## config.mk

```make
export PLATFORM = sky130hd
export DESIGN_NAME = dual_adc_path
export DESIGN_NICKNAME = d
export VERILOG_FILES = /design/src/rtl/adc_path_pkg.sv /design/src/rtl/dual_adc_path.sv /design/src/rtl/word_fifo.sv
export SDC_FILE = /design/constraint.sdc
export NUM_CORES = 1
export LEC_CHECK = 0
export BUFFER_PORTS_ARGS = -buffer_cell sky130_fd_sc_hd__buf_2
export CAP_MARGIN = 10
export CORE_UTILIZATION = 30
export DETAILED_ROUTE_END_ITERATION = 12
export SLEW_MARGIN = 20
export SYNTH_ARGS = -nofsm -noshare
export SYNTH_HDL_FRONTEND = slang
export SYNTH_SLANG_ARGS = --single-unit
```

## constraint.sdc

```tcl
create_clock -name REF_CLK_I -period 2.8 [get_ports REF_CLK_I]
set_input_delay 0.56 -clock REF_CLK_I [delete_from_list [all_inputs] [get_ports REF_CLK_I]]
set_output_delay 0.56 -clock REF_CLK_I [all_outputs]
set_load 0.02 [all_outputs]
```

## src/rtl/adc_path_pkg.sv

```systemverilog
// Purpose: Shared constants for the dual pipelined converter data path
// Assumes: One 50 MHz sampling clock, synchronous active-high reset
// Notes: Stage words are two bits; eighteen-bit aligned word feeds correction
package adc_path_pkg;
	localparam int RESULT_W = 10;
	localparam int STAGE_W = 2;
	localparam int STAGE_N = 9;
	localparam int ALIGNED_W = 18;
	localparam int LATENCY_CYC = 6;
	localparam int INIT_CYC = 20;
	localparam int FIFO_W = 2 * RESULT_W;
	localparam int FIFO_D = 32;
	localparam logic [9:0] RESULT_RST = 10'h000;
	localparam logic [9:0] MIDSCALE = 10'h200;
	localparam logic [4:0] INIT_CNT_W5 = 5'h14;
	localparam logic [3:0] ALIGN_DEPTH = 4'h4;
endpackage : adc_path_pkg

```

## src/rtl/dual_adc_path.sv

```systemverilog
// Purpose: Digital data path of a dual ten-bit pipelined converter
// Assumes: Stage decisions arrive as digital codes on SAMPLE_*_I, already on REF_CLK_I
// Notes: Stage codes stand in for the analog core; a FIFO and a pin register follow correction
`timescale 1ns/1ps
module dual_adc_path
	import adc_path_pkg::*;
(
	input wire logic REF_CLK_I,
	input wire logic RESET_I,
	input wire logic [adc_path_pkg::RESULT_W-1:0] SAMPLE_I_I,
	input wire logic [adc_path_pkg::RESULT_W-1:0] SAMPLE_Q_I,
	output logic [adc_path_pkg::RESULT_W-1:0] RESULT_I_O,
	output logic [adc_path_pkg::RESULT_W-1:0] RESULT_Q_O,
	output logic RESULT_VALID_O,
	input wire logic RESULT_READY_I,
	output logic SAMPLE_READY_O,
	output logic INIT_DONE_O
);
	import adc_path_pkg::*;

	// Ideal stage decisions per channel; a real core would supply the flash codes
	typedef logic [STAGE_N-1:0][STAGE_W-1:0] stage_words_t;
	typedef struct packed {
		logic phase_hold;
		logic [RESULT_W-1:0] held_i;
		logic [RESULT_W-1:0] held_q;
		logic [ALIGN_DEPTH-1:0][ALIGNED_W-1:0] line_i;
		logic [ALIGN_DEPTH-1:0][ALIGNED_W-1:0] line_q;
		logic [ALIGN_DEPTH-1:0] line_v;
		logic [RESULT_W-1:0] out_i;
		logic [RESULT_W-1:0] out_q;
		logic out_v;
		logic [4:0] init_cnt;
		logic init_done;
	} path_state_t;

	path_state_t q;
	path_state_t next_q;
	logic fifo_in_ready;
	logic [FIFO_W-1:0] fifo_out_data;
	logic fifo_out_valid;
	logic out_taken;
	logic [ALIGNED_W-1:0] raw_i;
	logic [ALIGNED_W-1:0] raw_q;
	logic [FIFO_W-1:0] pin_data;
	logic pin_valid;
	logic pin_ready;
	logic pin_ready_r;
	logic pin_init;

	// Split a code into eight redundant stage words plus a final two-bit word
	function automatic logic [ALIGNED_W-1:0] split_stages(input logic [RESULT_W-1:0] code);
		logic [ALIGNED_W-1:0] w;
		w = '0;
		for (int s = 0; s < STAGE_N - 1; s++)
			w[ALIGNED_W-1-2*s -: 2] = {1'b0, code[RESULT_W-1-s]};
		w[1:0] = code[1:0];
		return w;
	endfunction : split_stages

	// Overlap-add of stage words: each stage weighs one bit less than the last, the final two-bit word two bits less
	function automatic logic [RESULT_W-1:0] correct(input logic [ALIGNED_W-1:0] w);
		logic [RESULT_W+1:0] acc;
		acc = '0;
		for (int s = 0; s < STAGE_N - 1; s++)
			acc = acc + ((RESULT_W+2)'(w[ALIGNED_W-1-2*s -: 2]) << (RESULT_W - 1 - s));
		acc = acc + (RESULT_W+2)'(w[1:0]);
		// Saturate so redundancy overflow pins to positive full scale
		if (acc[RESULT_W+1:RESULT_W] != 2'b00)
			return {RESULT_W{1'b1}};
		return acc[RESULT_W-1:0];
	endfunction : correct

	assign raw_i = split_stages(q.held_i);
	assign raw_q = split_stages(q.held_q);
	assign out_taken = q.out_v && fifo_in_ready;

	// Pipeline advances every cycle; a full FIFO drops the newest word
	always_comb
	begin
		next_q = q;
		next_q.phase_hold = ~q.phase_hold;
		next_q.held_i = SAMPLE_I_I;
		next_q.held_q = SAMPLE_Q_I;
		next_q.line_i = {q.line_i[ALIGN_DEPTH-2:0], raw_i};
		next_q.line_q = {q.line_q[ALIGN_DEPTH-2:0], raw_q};
		next_q.line_v = {q.line_v[ALIGN_DEPTH-2:0], q.init_done};
		next_q.out_i = correct(q.line_i[ALIGN_DEPTH-1]);
		next_q.out_q = correct(q.line_q[ALIGN_DEPTH-1]);
		next_q.out_v = q.line_v[ALIGN_DEPTH-1];
		if (!q.init_done)
		begin
			next_q.init_cnt = q.init_cnt + 5'h01;
			if (q.init_cnt == INIT_CNT_W5 - 5'h01)
				next_q.init_done = 1'b1;
		end
	end

	always_ff @(posedge REF_CLK_I)
	begin
		if (RESET_I)
			q <= '0;
		else
			q <= next_q;
	end

	// Output buffer decouples capture logic stalls from the pipeline
	word_fifo #(
		.WIDTH(FIFO_W),
		.DEPTH(FIFO_D)
	) u_out_fifo (
		.REF_CLK_I(REF_CLK_I),
		.RESET_I(RESET_I),
		.in_data_i({q.out_i, q.out_q}),
		.in_valid_i(q.out_v),
		.in_ready_o(fifo_in_ready),
		.out_data_o(fifo_out_data),
		.out_valid_o(fifo_out_valid),
		.out_ready_i(pin_ready) // Pop only when the pin stage loads, else a word shows twice
	);

	// Registered outputs: one-word skid stage in front of the pins
	assign pin_ready = !pin_valid || RESULT_READY_I;
	always_ff @(posedge REF_CLK_I)
	begin
		if (RESET_I)
		begin
			pin_data <= '0;
			pin_valid <= 1'b0;
			pin_ready_r <= 1'b0;
			pin_init <= 1'b0;
		end
		else
		begin
			if (pin_ready)
			begin
				pin_data <= fifo_out_data;
				pin_valid <= fifo_out_valid;
			end
			pin_ready_r <= fifo_in_ready;
			pin_init <= q.init_done;
		end
	end
	assign RESULT_I_O = pin_data[FIFO_W-1:RESULT_W];
	assign RESULT_Q_O = pin_data[RESULT_W-1:0];
	assign RESULT_VALID_O = pin_valid;
	assign SAMPLE_READY_O = pin_ready_r;
	assign INIT_DONE_O = pin_init;

	// Fixed six-cycle latency from sample pins to corrected word register
	logic [LATENCY_CYC:0] lat_cnt;
	always_ff @(posedge REF_CLK_I)
	begin
		if (RESET_I)
			lat_cnt <= '0;
		else
			lat_cnt <= {lat_cnt[LATENCY_CYC-1:0], 1'b1};
	end

	property p_latency;
		@(posedge REF_CLK_I) disable iff (RESET_I)
		lat_cnt[LATENCY_CYC] |-> q.out_i == correct(split_stages($past(SAMPLE_I_I, 6)));
	endproperty
	a_latency: assert property (p_latency) else $error("I word latency wrong");

	property p_latency_q;
		@(posedge REF_CLK_I) disable iff (RESET_I)
		lat_cnt[LATENCY_CYC] |-> q.out_q == $past(SAMPLE_Q_I, 6);
	endproperty
	a_latency_q: assert property (p_latency_q) else $error("Q word latency or code wrong");

	property p_stream;
		@(posedge REF_CLK_I) disable iff (RESET_I)
		q.line_v[ALIGN_DEPTH-1] |=> q.out_v;
	endproperty
	a_stream: assert property (p_stream) else $error("word not produced each cycle");

	property p_msb;
		@(posedge REF_CLK_I) disable iff (RESET_I)
		lat_cnt[LATENCY_CYC] |-> q.out_i[RESULT_W-1] == ($past(SAMPLE_I_I, 6) >= MIDSCALE);
	endproperty
	a_msb: assert property (p_msb) else $error("msb disagrees with midscale");

	property p_phase;
		@(posedge REF_CLK_I) disable iff (RESET_I)
		lat_cnt[0] |=> q.phase_hold != $past(q.phase_hold);
	endproperty
	a_phase: assert property (p_phase) else $error("phases overlap");

	property p_init;
		@(posedge REF_CLK_I) disable iff (RESET_I)
		$rose(q.init_done) |-> q.init_cnt == INIT_CNT_W5;
	endproperty
	a_init: assert property (p_init) else $error("init window wrong length");

	property p_fullscale;
		@(posedge REF_CLK_I) disable iff (RESET_I)
		lat_cnt[LATENCY_CYC] && $past(SAMPLE_I_I, 6) == {RESULT_W{1'b1}} |-> &q.out_i;
	endproperty
	a_fullscale: assert property (p_fullscale) else $error("full scale code wrong");

	// Last delay tap must hold the first and final stage words of one sample
	property p_align;
		@(posedge REF_CLK_I) disable iff (RESET_I)
		lat_cnt[LATENCY_CYC-1] |-> (q.line_i[ALIGN_DEPTH-1][1:0] == $past(SAMPLE_I_I[1:0], 5))
			&& (q.line_i[ALIGN_DEPTH-1][ALIGNED_W-2] == $past(SAMPLE_I_I[RESULT_W-1], 5));
	endproperty
	a_align: assert property (p_align) else $error("stage words not aligned");

	c_first: cover property (@(posedge REF_CLK_I) $rose(q.out_v));
	c_full: cover property (@(posedge REF_CLK_I) !fifo_in_ready);
	c_top: cover property (@(posedge REF_CLK_I) &q.out_i);
endmodule : dual_adc_path

```

## src/rtl/word_fifo.sv

```systemverilog
// Purpose: Small synchronous FIFO with valid/ready on both sides
// Assumes: Single clock, synchronous active-high reset
// Notes: Full and empty come from an occupancy count
`timescale 1ns/1ps
module word_fifo #(
	parameter int WIDTH = 20,
	parameter int DEPTH = 32
) (
	input wire logic REF_CLK_I,
	input wire logic RESET_I,
	input wire logic [WIDTH-1:0] in_data_i,
	input wire logic in_valid_i,
	output logic in_ready_o,
	output logic [WIDTH-1:0] out_data_o,
	output logic out_valid_o,
	input wire logic out_ready_i
);
	localparam int AW = $clog2(DEPTH);
	typedef struct packed {
		logic [AW-1:0] wr;
		logic [AW-1:0] rd;
		logic [AW:0] cnt;
	} fifo_state_t;
	fifo_state_t q;
	fifo_state_t next_q;
	logic [WIDTH-1:0] mem [DEPTH];
	logic push;
	logic pop;

	// Handshakes only when room or data exists
	assign in_ready_o = (q.cnt != (AW+1)'(DEPTH));
	assign out_valid_o = (q.cnt != '0);
	assign out_data_o = mem[q.rd];
	assign push = in_valid_i && in_ready_o;
	assign pop = out_valid_o && out_ready_i;

	// Pointer and count update
	always_comb
	begin
		next_q = q;
		if (push)
			next_q.wr = q.wr + 1'b1;
		if (pop)
			next_q.rd = q.rd + 1'b1;
		if (push && !pop)
			next_q.cnt = q.cnt + 1'b1;
		else if (pop && !push)
			next_q.cnt = q.cnt - 1'b1;
	end

	always_ff @(posedge REF_CLK_I)
	begin
		if (RESET_I)
			q <= '0;
		else
			q <= next_q;
	end

	// Storage has no reset, so it maps onto plain RAM
	always_ff @(posedge REF_CLK_I)
	begin
		if (push)
			mem[q.wr] <= in_data_i;
	end
endmodule : word_fifo

```

==> results of run 1 <==
==> report_power, final <==
group          internal (µW)  switching [µW]  leakage, µW
registers              13000             213      0.00734
clock network           6700            4460      0.00136
logic                   2490            2800      0.00283
==> cell type report <==
type	count	area, µm²
Clock inverter	35	418
Tap cell	1276	1600
Clock buffer	119	2390
Inverter	8	32.5
Multi-Input combinational cell	701	6720
Timing Repair Buffer	151	1190
Fill cell	9036	62300
Sequential cell	809	22600
==> synthesized netlist by cell type (7+ instances only) <==
cell type  instances
o22ai_1           60
a21oi_1            7
mux4_2           100
mux2i_1          141
buf_2             18
ha_1              12
nor2b_1          130
nand2_1           15
inv_1              8
edfxtp_1         640
a2111oi_0         10
nor2_1            98
dfxtp_1          169
a22o_1            20
xor2_1            10
clkbuf_1          54
buf_4              8
nor4_1            43
buf_6              7
a2111oi_2         10
==> worst max-delay path, delay by kind of cell (launching register included) <==
family	cells	cell delay, ns
buf+inv	2	0.23
compound gates	4	0.80
fa+ha+maj	2	0.37
flops	1	0.35
simple gates	3	0.97
==> sequential cells by signal (all words and copies together) (netlist names) <==
name and flops:
q 46, u_out_fifo.mem 640, RESULT_VALID_O 1, u_out_fifo.q 16, pin_data 20, SAMPLE_READY_O 1, next_q 85
==> kinds of logic after synthesis <==
logic type / count (synthesis) / share of synthesized area
and+or+nand+nor: 315 / 0.0571
AOI/OAI and AO/OA: 118 / 0.0304
muxes: 241 / 0.124
buffers and inverters: 98 / 0.0160
DFF: 809 / 0.763
adders and majority gates: 13 / 0.00574
xor gates and xnor gates: 14 / 0.00414
==> stage by stage <==
stage          power [µW]   util  cell area [µm²]
2_1_floorplan       17100      -            29600
3_3_place_gp        18600  0.330            32100
3_5_place_dp        18700  0.330            32100
4_1_cts             29900  0.359            34900
5_1_grt             30800  0.360            35000
6_report            29700  0.360            35000
==> layer usage <==
layer	wire length, µm	part of all wire	track usage	up-vias
met1	28200	0.44	0.170	7424
met3	3190	0.050	0.0238	105
li1	-	-	-	6607
met4	1340	0.021	0.0364	0
met5	0	0	0	-
met2	30700	0.48	0.212	376
==> timing repair <==
item                                    CTS  global route
pin swaps                                 2             2
endpoints found under the setup margin    1             2
buffers inserted                          1             2
resized for setup                         2             6
==> worst max-delay path by stage <==
stage                            endpoint       startpoint  slack, ns
after floorplan           u_out_fifo.q[4]  u_out_fifo.q[4]       0.05
after global placement    u_out_fifo.q[4]  u_out_fifo.q[4]       0.02
after detailed placement  u_out_fifo.q[4]  u_out_fifo.q[4]      -0.06
after CTS                 u_out_fifo.q[4]  u_out_fifo.q[4]     -0.006
after global routing      u_out_fifo.q[4]  u_out_fifo.q[4]      -0.05
final                     u_out_fifo.q[4]  u_out_fifo.q[3]       0.01
==> key figures, run 1 <==
Run status
  • Status: finished clean

GRT
  • Number of global-route vias before repair: 15197
  • Total grt overflow: 0
  • Initial antenna violation count: 0
  • Total Routing Usage GR: 0.128
  • First-pass GRT wire length: about 96 mm
  • Pin count of the biggest net entering global routing: 59

Drt
  • DR DRC count: 0
  • DR WL/cell: between 20 and 25 µm
  • Total number of vias: between 10000 and 15000
  • Initial DRC Count: 934
  • Routed wire length: 63.5 mm
  • Drt pass-1 iters: 5
  • Vias/cell: ~4.7
  • Remaining antenna violation count after routing: 0

Clocking
  • Clock-pin slew on the worst setup and hold paths: 0.06 ns
  • CTS Root Cell: clkbuf_16
  • Clock Sinks: 809
  • Worst-Skew Late Latency: 0.63 ns
  • Max clock buf depth: 3
  • CTS Buf Count: 83
  • Cts hold-fix bufs: 0
  • CTS tree: done
  • CTS H-tree depth: 3

Final layout
  • Most frequent cells in the layout: edfxtp_1 (640), dfxtp_1 (158), mux2i_1 (141)
  • NumNets Final: between 1500 and 2000
  • Area Growth Syn to Fin: 18.1%
  • Post-Layout Cell Count: 3099
  • Antenna diodes: 0
  • Most common cell after layout, fill and taps aside: edfxtp_1
  • Share of layout cells above drive strength 1: 0.242

Critical path
  • Type of origin of the critical path: register
  • CP required: 3.35 ns
  • CP arrival: around 3.3 ns
  • Critical Path, Cell by Cell: or4_4 > o31a_1 > inv_2 > ha_4 > buf_4 > fa_2 > nor2b_1 > o21a_1 > o21ai_1 > or3b_4 > a21oi_2
  • Worst r2r path cells: 11
  • Critical path class: reg2reg
  • Crit-path slowest cell: or4_4
  • FF-to-FF setup slack: 0.01 ns
  • Reg2reg end: u_out_fifo.q[4]
  • CP max stage delay: 0.52 ns
  • Worst Setup End Kind: register
  • R2r startpoint: u_out_fifo.q[3]
  • Crit Path Max Fanout: 5

Hold path
  • WHS Path Cells: 2
  • Hold path start: SAMPLE_I_I[7]
  • Hold endpoint: next_q[115]
  • Hold crit path type: in2reg

Timing
  • Slew Limit Fails: 0
  • Worst-Margin Slew: 1.13 ns
  • RSZ-0062 raised after global routing: true
  • # setup viols final: 0
  • Worst Setup Slack, final: slightly above 0.01 ns
  • Setup TNS: 0 ns
  • Slew Limit Headroom: 0.243
  • Final Hold Fails: 0
  • Clock skew: 0.0216 ns
  • Final period util: 0.996
  • Max Clk Rate: ~360 MHz
  • Final worst path period need: 2.79 ns
  • Min Hold Slack: 0.146 ns

Floorplan
  • Rows: 114
  • Die Footprint: 100000 µm²
  • Die Height: 316 µm
  • Core Box Area: around 97000 µm²
  • Starting Density: 0.305
  • I/O pins: 46
  • Die width: 316 µm

Placed design
  • Post-detail-place hpwl: 38.4 mm
  • Cells after DPL: 2942
  • Place WS: -0.0620 ns
  • Port Buffers: 45
  • Final Wtd Congestion: between 0.7 and 0.8

Yosys
  • Synthesized net count: roughly 1600
  • Syn Inst Count: 1608
  • Async S/R FF share, synth: 0
  • Top-area cell type share of the netlist area: 0.649
  • Register area share after synthesis: 0.763
  • Post-synth EDFFs: 640
  • Unique masters post-synth: 39
  • Yosys warnings: 0
  • Largest cells by area after synthesis: edfxtp_1 (65%), dfxtp_1 (11%), mux4_2 (7.6%)
  • FF+latch count, synth: just over 800
  • Primary FF master, synth: edfxtp_1
  • Synth Cell Area: 29600 µm²
  • Syn_area_per_cell: 18.4 µm²
  • Synth area leader: edfxtp_1

Pwr
  • P_leak: 0.0115 µW
  • Max VDD drop: ~450 µV
  • Pwr Density: approximately 850 nW/µm²

Flow run
  • Max-cap viol count: 0
(Power assumes the default switching activity.)
==> run 2: changes to the inputs <==
==> constraint.sdc (replaced) <==
create_clock -name REF_CLK_I -period 2.8 [get_ports REF_CLK_I]
set_input_delay 0.28 -clock REF_CLK_I [delete_from_list [all_inputs] [get_ports REF_CLK_I]]
set_output_delay 0.28 -clock REF_CLK_I [all_outputs]
set_load 0.02 [all_outputs]
==> run 2 against run 1 <==
Effect of this change:
- clock power is 5% lower
- final cell count is 0.39% higher
- setup slack lost 0.0075 ns
- sequential power about the same
- hold slack got worse by 0.12 ns
- via count up 2.0%
- utilization fell by 0.069 points
- power shrank 2.0%
- count of clock-buffer cells in the layout down 4
- maximum frequency down 0.27%
- register-to-register slack barely moved
- combinational power fell by 1%
==> key figures, run 2 (synthesized netlist as in run 1, its figures left out) <==
GRT
  • Number of global-route vias before repair: 15366
  • Total Routing Usage GR: 0.134
  • Initial antenna violation count: 0
  • Pin count of the biggest net entering global routing: roughly 80
  • First-pass GRT wire length: 100 mm
  • Total grt overflow: 0

Floorplan
  • Rows: 114
  • Die Footprint: 100000 µm²
  • Core Box Area: 97300 µm²
  • I/O pins: 46
  • Die Height: 316 µm
  • Starting Density: 0.305
  • Die width: approximately 320 µm

Final layout
  • Max reg flops: 640
  • Post-Layout Cell Count: 3111
  • Area Growth Syn to Fin: 17.8%
  • NumNets Final: 1801
  • Biggest register: u_out_fifo.mem
  • Most frequent cells in the layout: edfxtp_1 (640), dfxtp_1 (154), mux2i_1 (141)
  • Most common cell after layout, fill and taps aside: edfxtp_1
  • Fillers: 9077
  • Cell area after layout: 34900 µm²
  • Antenna diodes: 0
  • Share of layout cells above drive strength 1: 0.235

Timing
  • Slew Limit Fails: 0
  • Slew Limit Headroom: 0.261
  • Setup TNS: 0 ns
  • Final Hold Fails: 0
  • # setup viols final: 0
  • RSZ-0062 raised after global routing: true
  • Worst-Margin Slew: 1.11 ns
  • Final period util: 0.999
  • Max Clk Rate: about 360 MHz
  • Clock skew: roughly 0.037 ns
  • Final worst path period need: approximately 2.8 ns

Critical path
  • Type of origin of the critical path: register
  • CP most frequent cell: buf_4
  • Worst r2r path cells: 6
  • Critical Path, Cell by Cell: inv_1 > o31a_1 > buf_4 > nand2_1 > nor2_2 > buf_4
  • Crit Path Max Fanout: 16
  • CP max stage delay: approximately 0.93 ns
  • Crit-path slowest cell: nor2_2
  • Critical path class: reg2reg
  • Worst Setup End Kind: register
  • CP required: roughly 3.1 ns
  • CP arrival: roughly 3.1 ns
  • FF-to-FF setup slack: 0.003 ns

Drt
  • Remaining antenna violation count after routing: 0
  • Drt pass-1 iters: 5
  • Vias/cell: between 4 and 5
  • Initial DRC Count: 1139
  • Total number of vias: approximately 15000
  • Routed wire length: 66.7 mm
  • DR DRC count: 0
  • DR WL/cell: ~21 µm

Clocking
  • CTS H-tree depth: 3
  • Clock-pin slew on the worst setup and hold paths: approximately 0.06 ns
  • Clock Sinks: 809
  • Max clock buf depth: 3
  • Worst-Skew Late Latency: 0.64 ns
  • CTS Buf Count: 83
  • CTS tree: done
  • CTS Root Cell: clkbuf_16

Hold path
  • Hold crit path type: in2reg
  • WHS Path Cells: 2

Pwr
  • Pwr Density: around 830 nW/µm²
  • P_leak: 0.0115 µW
  • Max VDD drop: 599 µV

Placed design
  • Post-detail-place hpwl: about 39 mm
  • Final Wtd Congestion: roughly 0.78
  • Port Buffers: 45
  • Cell Area, Placed: 32000 µm²
  • Cells after DPL: 2934

Run status
  • Status: finished clean

Flow run
  • Max-cap viol count: 0
## run 2: cell types whose count changed in the layout (fill, tap and decap cells not counted), sizes merged
cell,delta
clkbuf,-4
dlygate4sd3,+21
clkinv,+8
buf,-10
clkinvlp,+1
inv,+1
bufinv,-5
## run 2: worst max-delay path, delay by kind of cell, from the launching register on
family	cells	cell delay [ns]
buf+inv	3	0.66
simple gates	2	1.23
flops	1	0.35
compound gates	1	0.25
## run 2: cell type report
cell class,count,area (µm²),area share
Clock inverter,40,358,0.0103
Inverter,8,32.5,0.000932
Timing Repair Buffer,162,1300,0.0372
Sequential cell,809,22600,0.648
Clock buffer,115,2280,0.0653
Tap cell,1276,1600,0.0457
Multi-Input combinational cell,701,6710,0.192
## run 2: metrics by stage
step / hold slack (ns) / util / total power, µW / setup WS (ns)
4_1_cts: 0.00199 / 0.359 / 29400 / 0.000348
3_3_place_gp: 0.424 / 0.329 / 18600 / 0.00207
6_report: 0.0309 / 0.359 / 29100 / 0.00264
3_5_place_dp: 0.420 / 0.329 / 18700 / -0.0487
5_1_grt: 0.0227 / 0.359 / 30200 / -0.166
2_1_floorplan: 0.408 / - / 17100 / 0.0535
## run 2: final timing paths
kind                                                to             from
worst max-delay path            u_out_fifo.mem[21][15]  u_out_fifo.q[5]
worst min-delay path                       next_q[119]          RESET_I
worst max register to register  u_out_fifo.mem[21][15]  u_out_fifo.q[5]
worst min register to register                   q[97]       next_q[97]
## run 2: metal layers
layer,vias to the layer above,track usage,share of wire
met5,-,0,0
met4,0,0.0391,0.021
met3,100,0.0220,0.055
met2,415,0.219,0.48
met1,7672,0.184,0.44
li1,6615,-,-
## run 2: repair_timing
item / in CTS / in global routing
pin swaps: 2 / 1
buffers inserted: 1 / 0
endpoints found under the hold margin: 20 / 0
gates resized for setup: 4 / 2
hold buffers: 21 / 0
endpoints found under the setup margin: 1 / 16
## run 2: power by group
group	internal [µW]	total (µW)	switching (µW)
clock	6030	10600	4570
combinational	2440	5230	2800
sequential	13000	13300	221
==> run 3: changes to the inputs <==
- CELL_PAD_IN_SITES_DETAIL_PLACEMENT: not set -> 1
- CELL_PAD_IN_SITES_GLOBAL_PLACEMENT: not set -> 1
- CTS_BUF_LIST: not set -> sky130_fd_sc_hd__clkbuf_8
- MAX_ROUTING_LAYER: not set -> met4
- PLACE_DENSITY_LB_ADDON: not set -> 0.1
==> run 3 against run 2 <==
Effect of this change:
- maximum frequency increased by 1.3%
- clock power decreased by 7%
- utilization increased by 0.17 points
- power decreased by 1.3%
- clock skew increased by 0.0070 ns
- final cell count increased by 4.1%
- critical endpoint is now u_out_fifo.q[4]
- highest routed layer unchanged
==> key figures, run 3 (synthesized netlist as in run 1, its figures left out) <==
Floorplan
  • Die Footprint: around 100000 µm²
  • Rows: about 110
  • Die Height: 316 µm
  • Starting Density: 0.305
  • I/O pins: 46
  • Core Box Area: 97300 µm²
  • Die width: 316 µm

Timing
  • Clock skew: 0.0440 ns
  • Slew Limit Fails: 0
  • Max Clk Rate: 362 MHz
  • Worst Setup Slack, final: 0.0390 ns
  • Final period util: 0.986
  • Final Hold Fails: 0
  • Worst-Margin Slew: a little under 0.9 ns
  • Min Hold Slack: 0.135 ns
  • Final worst path period need: about 2.8 ns
  • Slew Limit Headroom: 0.408
  • # setup viols final: 0
  • RSZ-0062 raised after global routing: true

GRT
  • Number of global-route vias before repair: 16632
  • First-pass GRT wire length: 113 mm
  • Initial antenna violation count: 2
  • Total Routing Usage GR: 0.163
  • Total grt overflow: 0
  • Pin count of the biggest net entering global routing: 95

Placed design
  • Post-detail-place hpwl: 44.9 mm
  • Final Wtd Congestion: between 0.7 and 0.8
  • Port Buffers: 45
  • Place WS: -0.0614 ns

Clocking
  • Clock-pin slew on the worst setup and hold paths: 0.06 ns
  • CTS Root Cell: clkbuf_8
  • CTS tree: done
  • Worst-Skew Late Latency: 0.81 ns
  • Clock Sinks: 809
  • CTS H-tree depth: 4
  • CTS Buf Count: 145
  • Max clock buf depth: 3

Run status
  • Status: finished clean

Flow run
  • Max-cap viol count: 0

Final layout
  • Area Growth Syn to Fin: 18.4%
  • Max reg flops: 640
  • Biggest register: u_out_fifo.mem
  • Most frequent cells in the layout: edfxtp_1 (640), dfxtp_1 (164), clkbuf_8 (151)
  • NumNets Final: 1886
  • Most common cell after layout, fill and taps aside: edfxtp_1
  • Fillers: 9732
  • Share of layout cells above drive strength 1: 0.253

Critical path
  • CP max stage delay: 0.54 ns
  • Type of origin of the critical path: register
  • Critical path class: reg2reg
  • CP required: 3.52 ns
  • CP arrival: 3.48 ns
  • Critical path's top delay family: simple AND/OR/NAND/NOR gates
  • Crit-path slowest cell: or4_4
  • Worst Path Buf+Inv: 1
  • Crit Path Max Fanout: 5
  • Worst Setup End Kind: register
  • Critical Path, Cell by Cell: or4_4 > o31a_1 > ha_4 > buf_4 > fa_2 > nor2b_2 > o21a_1 > nor3_1 > or3b_4 > a21oi_2

Pwr
  • Max VDD drop: 472 µV
  • Pwr Density: 819 nW/µm²
  • P_leak: 0.0118 µW
  • Tot Pwr: about 29000 µW

Drt
  • Vias/cell: 4.72
  • DR DRC count: 0
  • Drt pass-1 iters: 4
  • Initial DRC Count: 924
  • Routed wire length: 77.3 mm
  • DR WL/cell: around 24 µm
  • Total number of vias: 15301
  • Remaining antenna violation count after routing: 0

Hold path
  • Hold crit path type: in2reg
## run 3: cell count changes in the layout (fill, tap and decap cells not counted), moves of 3 or more
cell and delta:
clkinv_2 -12, clkbuf_8 +147, dfxtp_2 -10, inv_1 +56, bufinv_16 -3, inv_6 +6
clkbuf_16 -85, dfxtp_1 +10, buf_4 +18, buf_12 +5, diode_2 +3, clkinv_1 +22
clkbuf_1 -26
## run 3: layout make-up
type                       instances  area [µm²]  share of cell area
clock buffer                     151        2080              0.0593
inverter                           8        35.0            0.000999
timing repair buffer             185        1540              0.0438
tap                             1276        1600              0.0455
antenna                            3        7.51            0.000214
clock inverter                   106         500              0.0143
sequential                       809       22600               0.645
multi-input combinational        701        6710               0.191
## run 3: worst paths after layout
path	from	endpoint	slack (ns)	depth (start not counted)
hold reg to reg	q[97]	q[14]	0.41	1
setup reg to reg	u_out_fifo.q[4]	u_out_fifo.q[4]	0.04	10
hold / removal	RESULT_READY_I	u_out_fifo.q[7]	0.14	6
setup / recovery	u_out_fifo.q[4]	u_out_fifo.q[4]	0.04	10
## run 3: worst register-to-register path, stage by stage (launching register included)
cell and delay (ns):
dfxtp_1 0.31, or4_4 0.54, o31a_1 0.36, ha_4 0.19
buf_4 0.15, fa_2 0.36, nor2b_2 0.12, o21a_1 0.13
nor3_1 0.05, or3b_4 0.37, a21oi_2 0.12
## run 3: timing repair
action / CTS / global route
hold buffers: 21 / 0
gates resized for setup: 2 / 5
setup buffers: 1 / 1
pin swaps: 1 / 1
endpoints found under the hold margin: 40 / 0
setup endpoints to repair: 3 / 2
## run 3: power breakdown
group          switching, µW  internal, µW
registers                200         13000
logic                   3050          2530
clock network           4890          5020
## run 3: metrics by stage
stage | setup TNS [ns] | cells | util | cell area [µm²]
after global placement | -0.157 | 2956 | 0.332 | 32200
after detailed placement | -0.155 | 2956 | 0.332 | 32200
final | 0 | 3239 | 0.361 | 35100
after global routing | -0.123 | 3237 | 0.361 | 35100
after floorplan | 0 | 1608 | - | 29600
after CTS | 0 | 3235 | 0.360 | 35000
## run 3: per-layer routing
layer  track usage  vias up  routed length (µm)
met4        0.0514        0                1570
met5             -        -                   0
met3        0.0290      129                2780
met2         0.254      280               36500
met1         0.217     8082               36400
li1              -     6810                   -
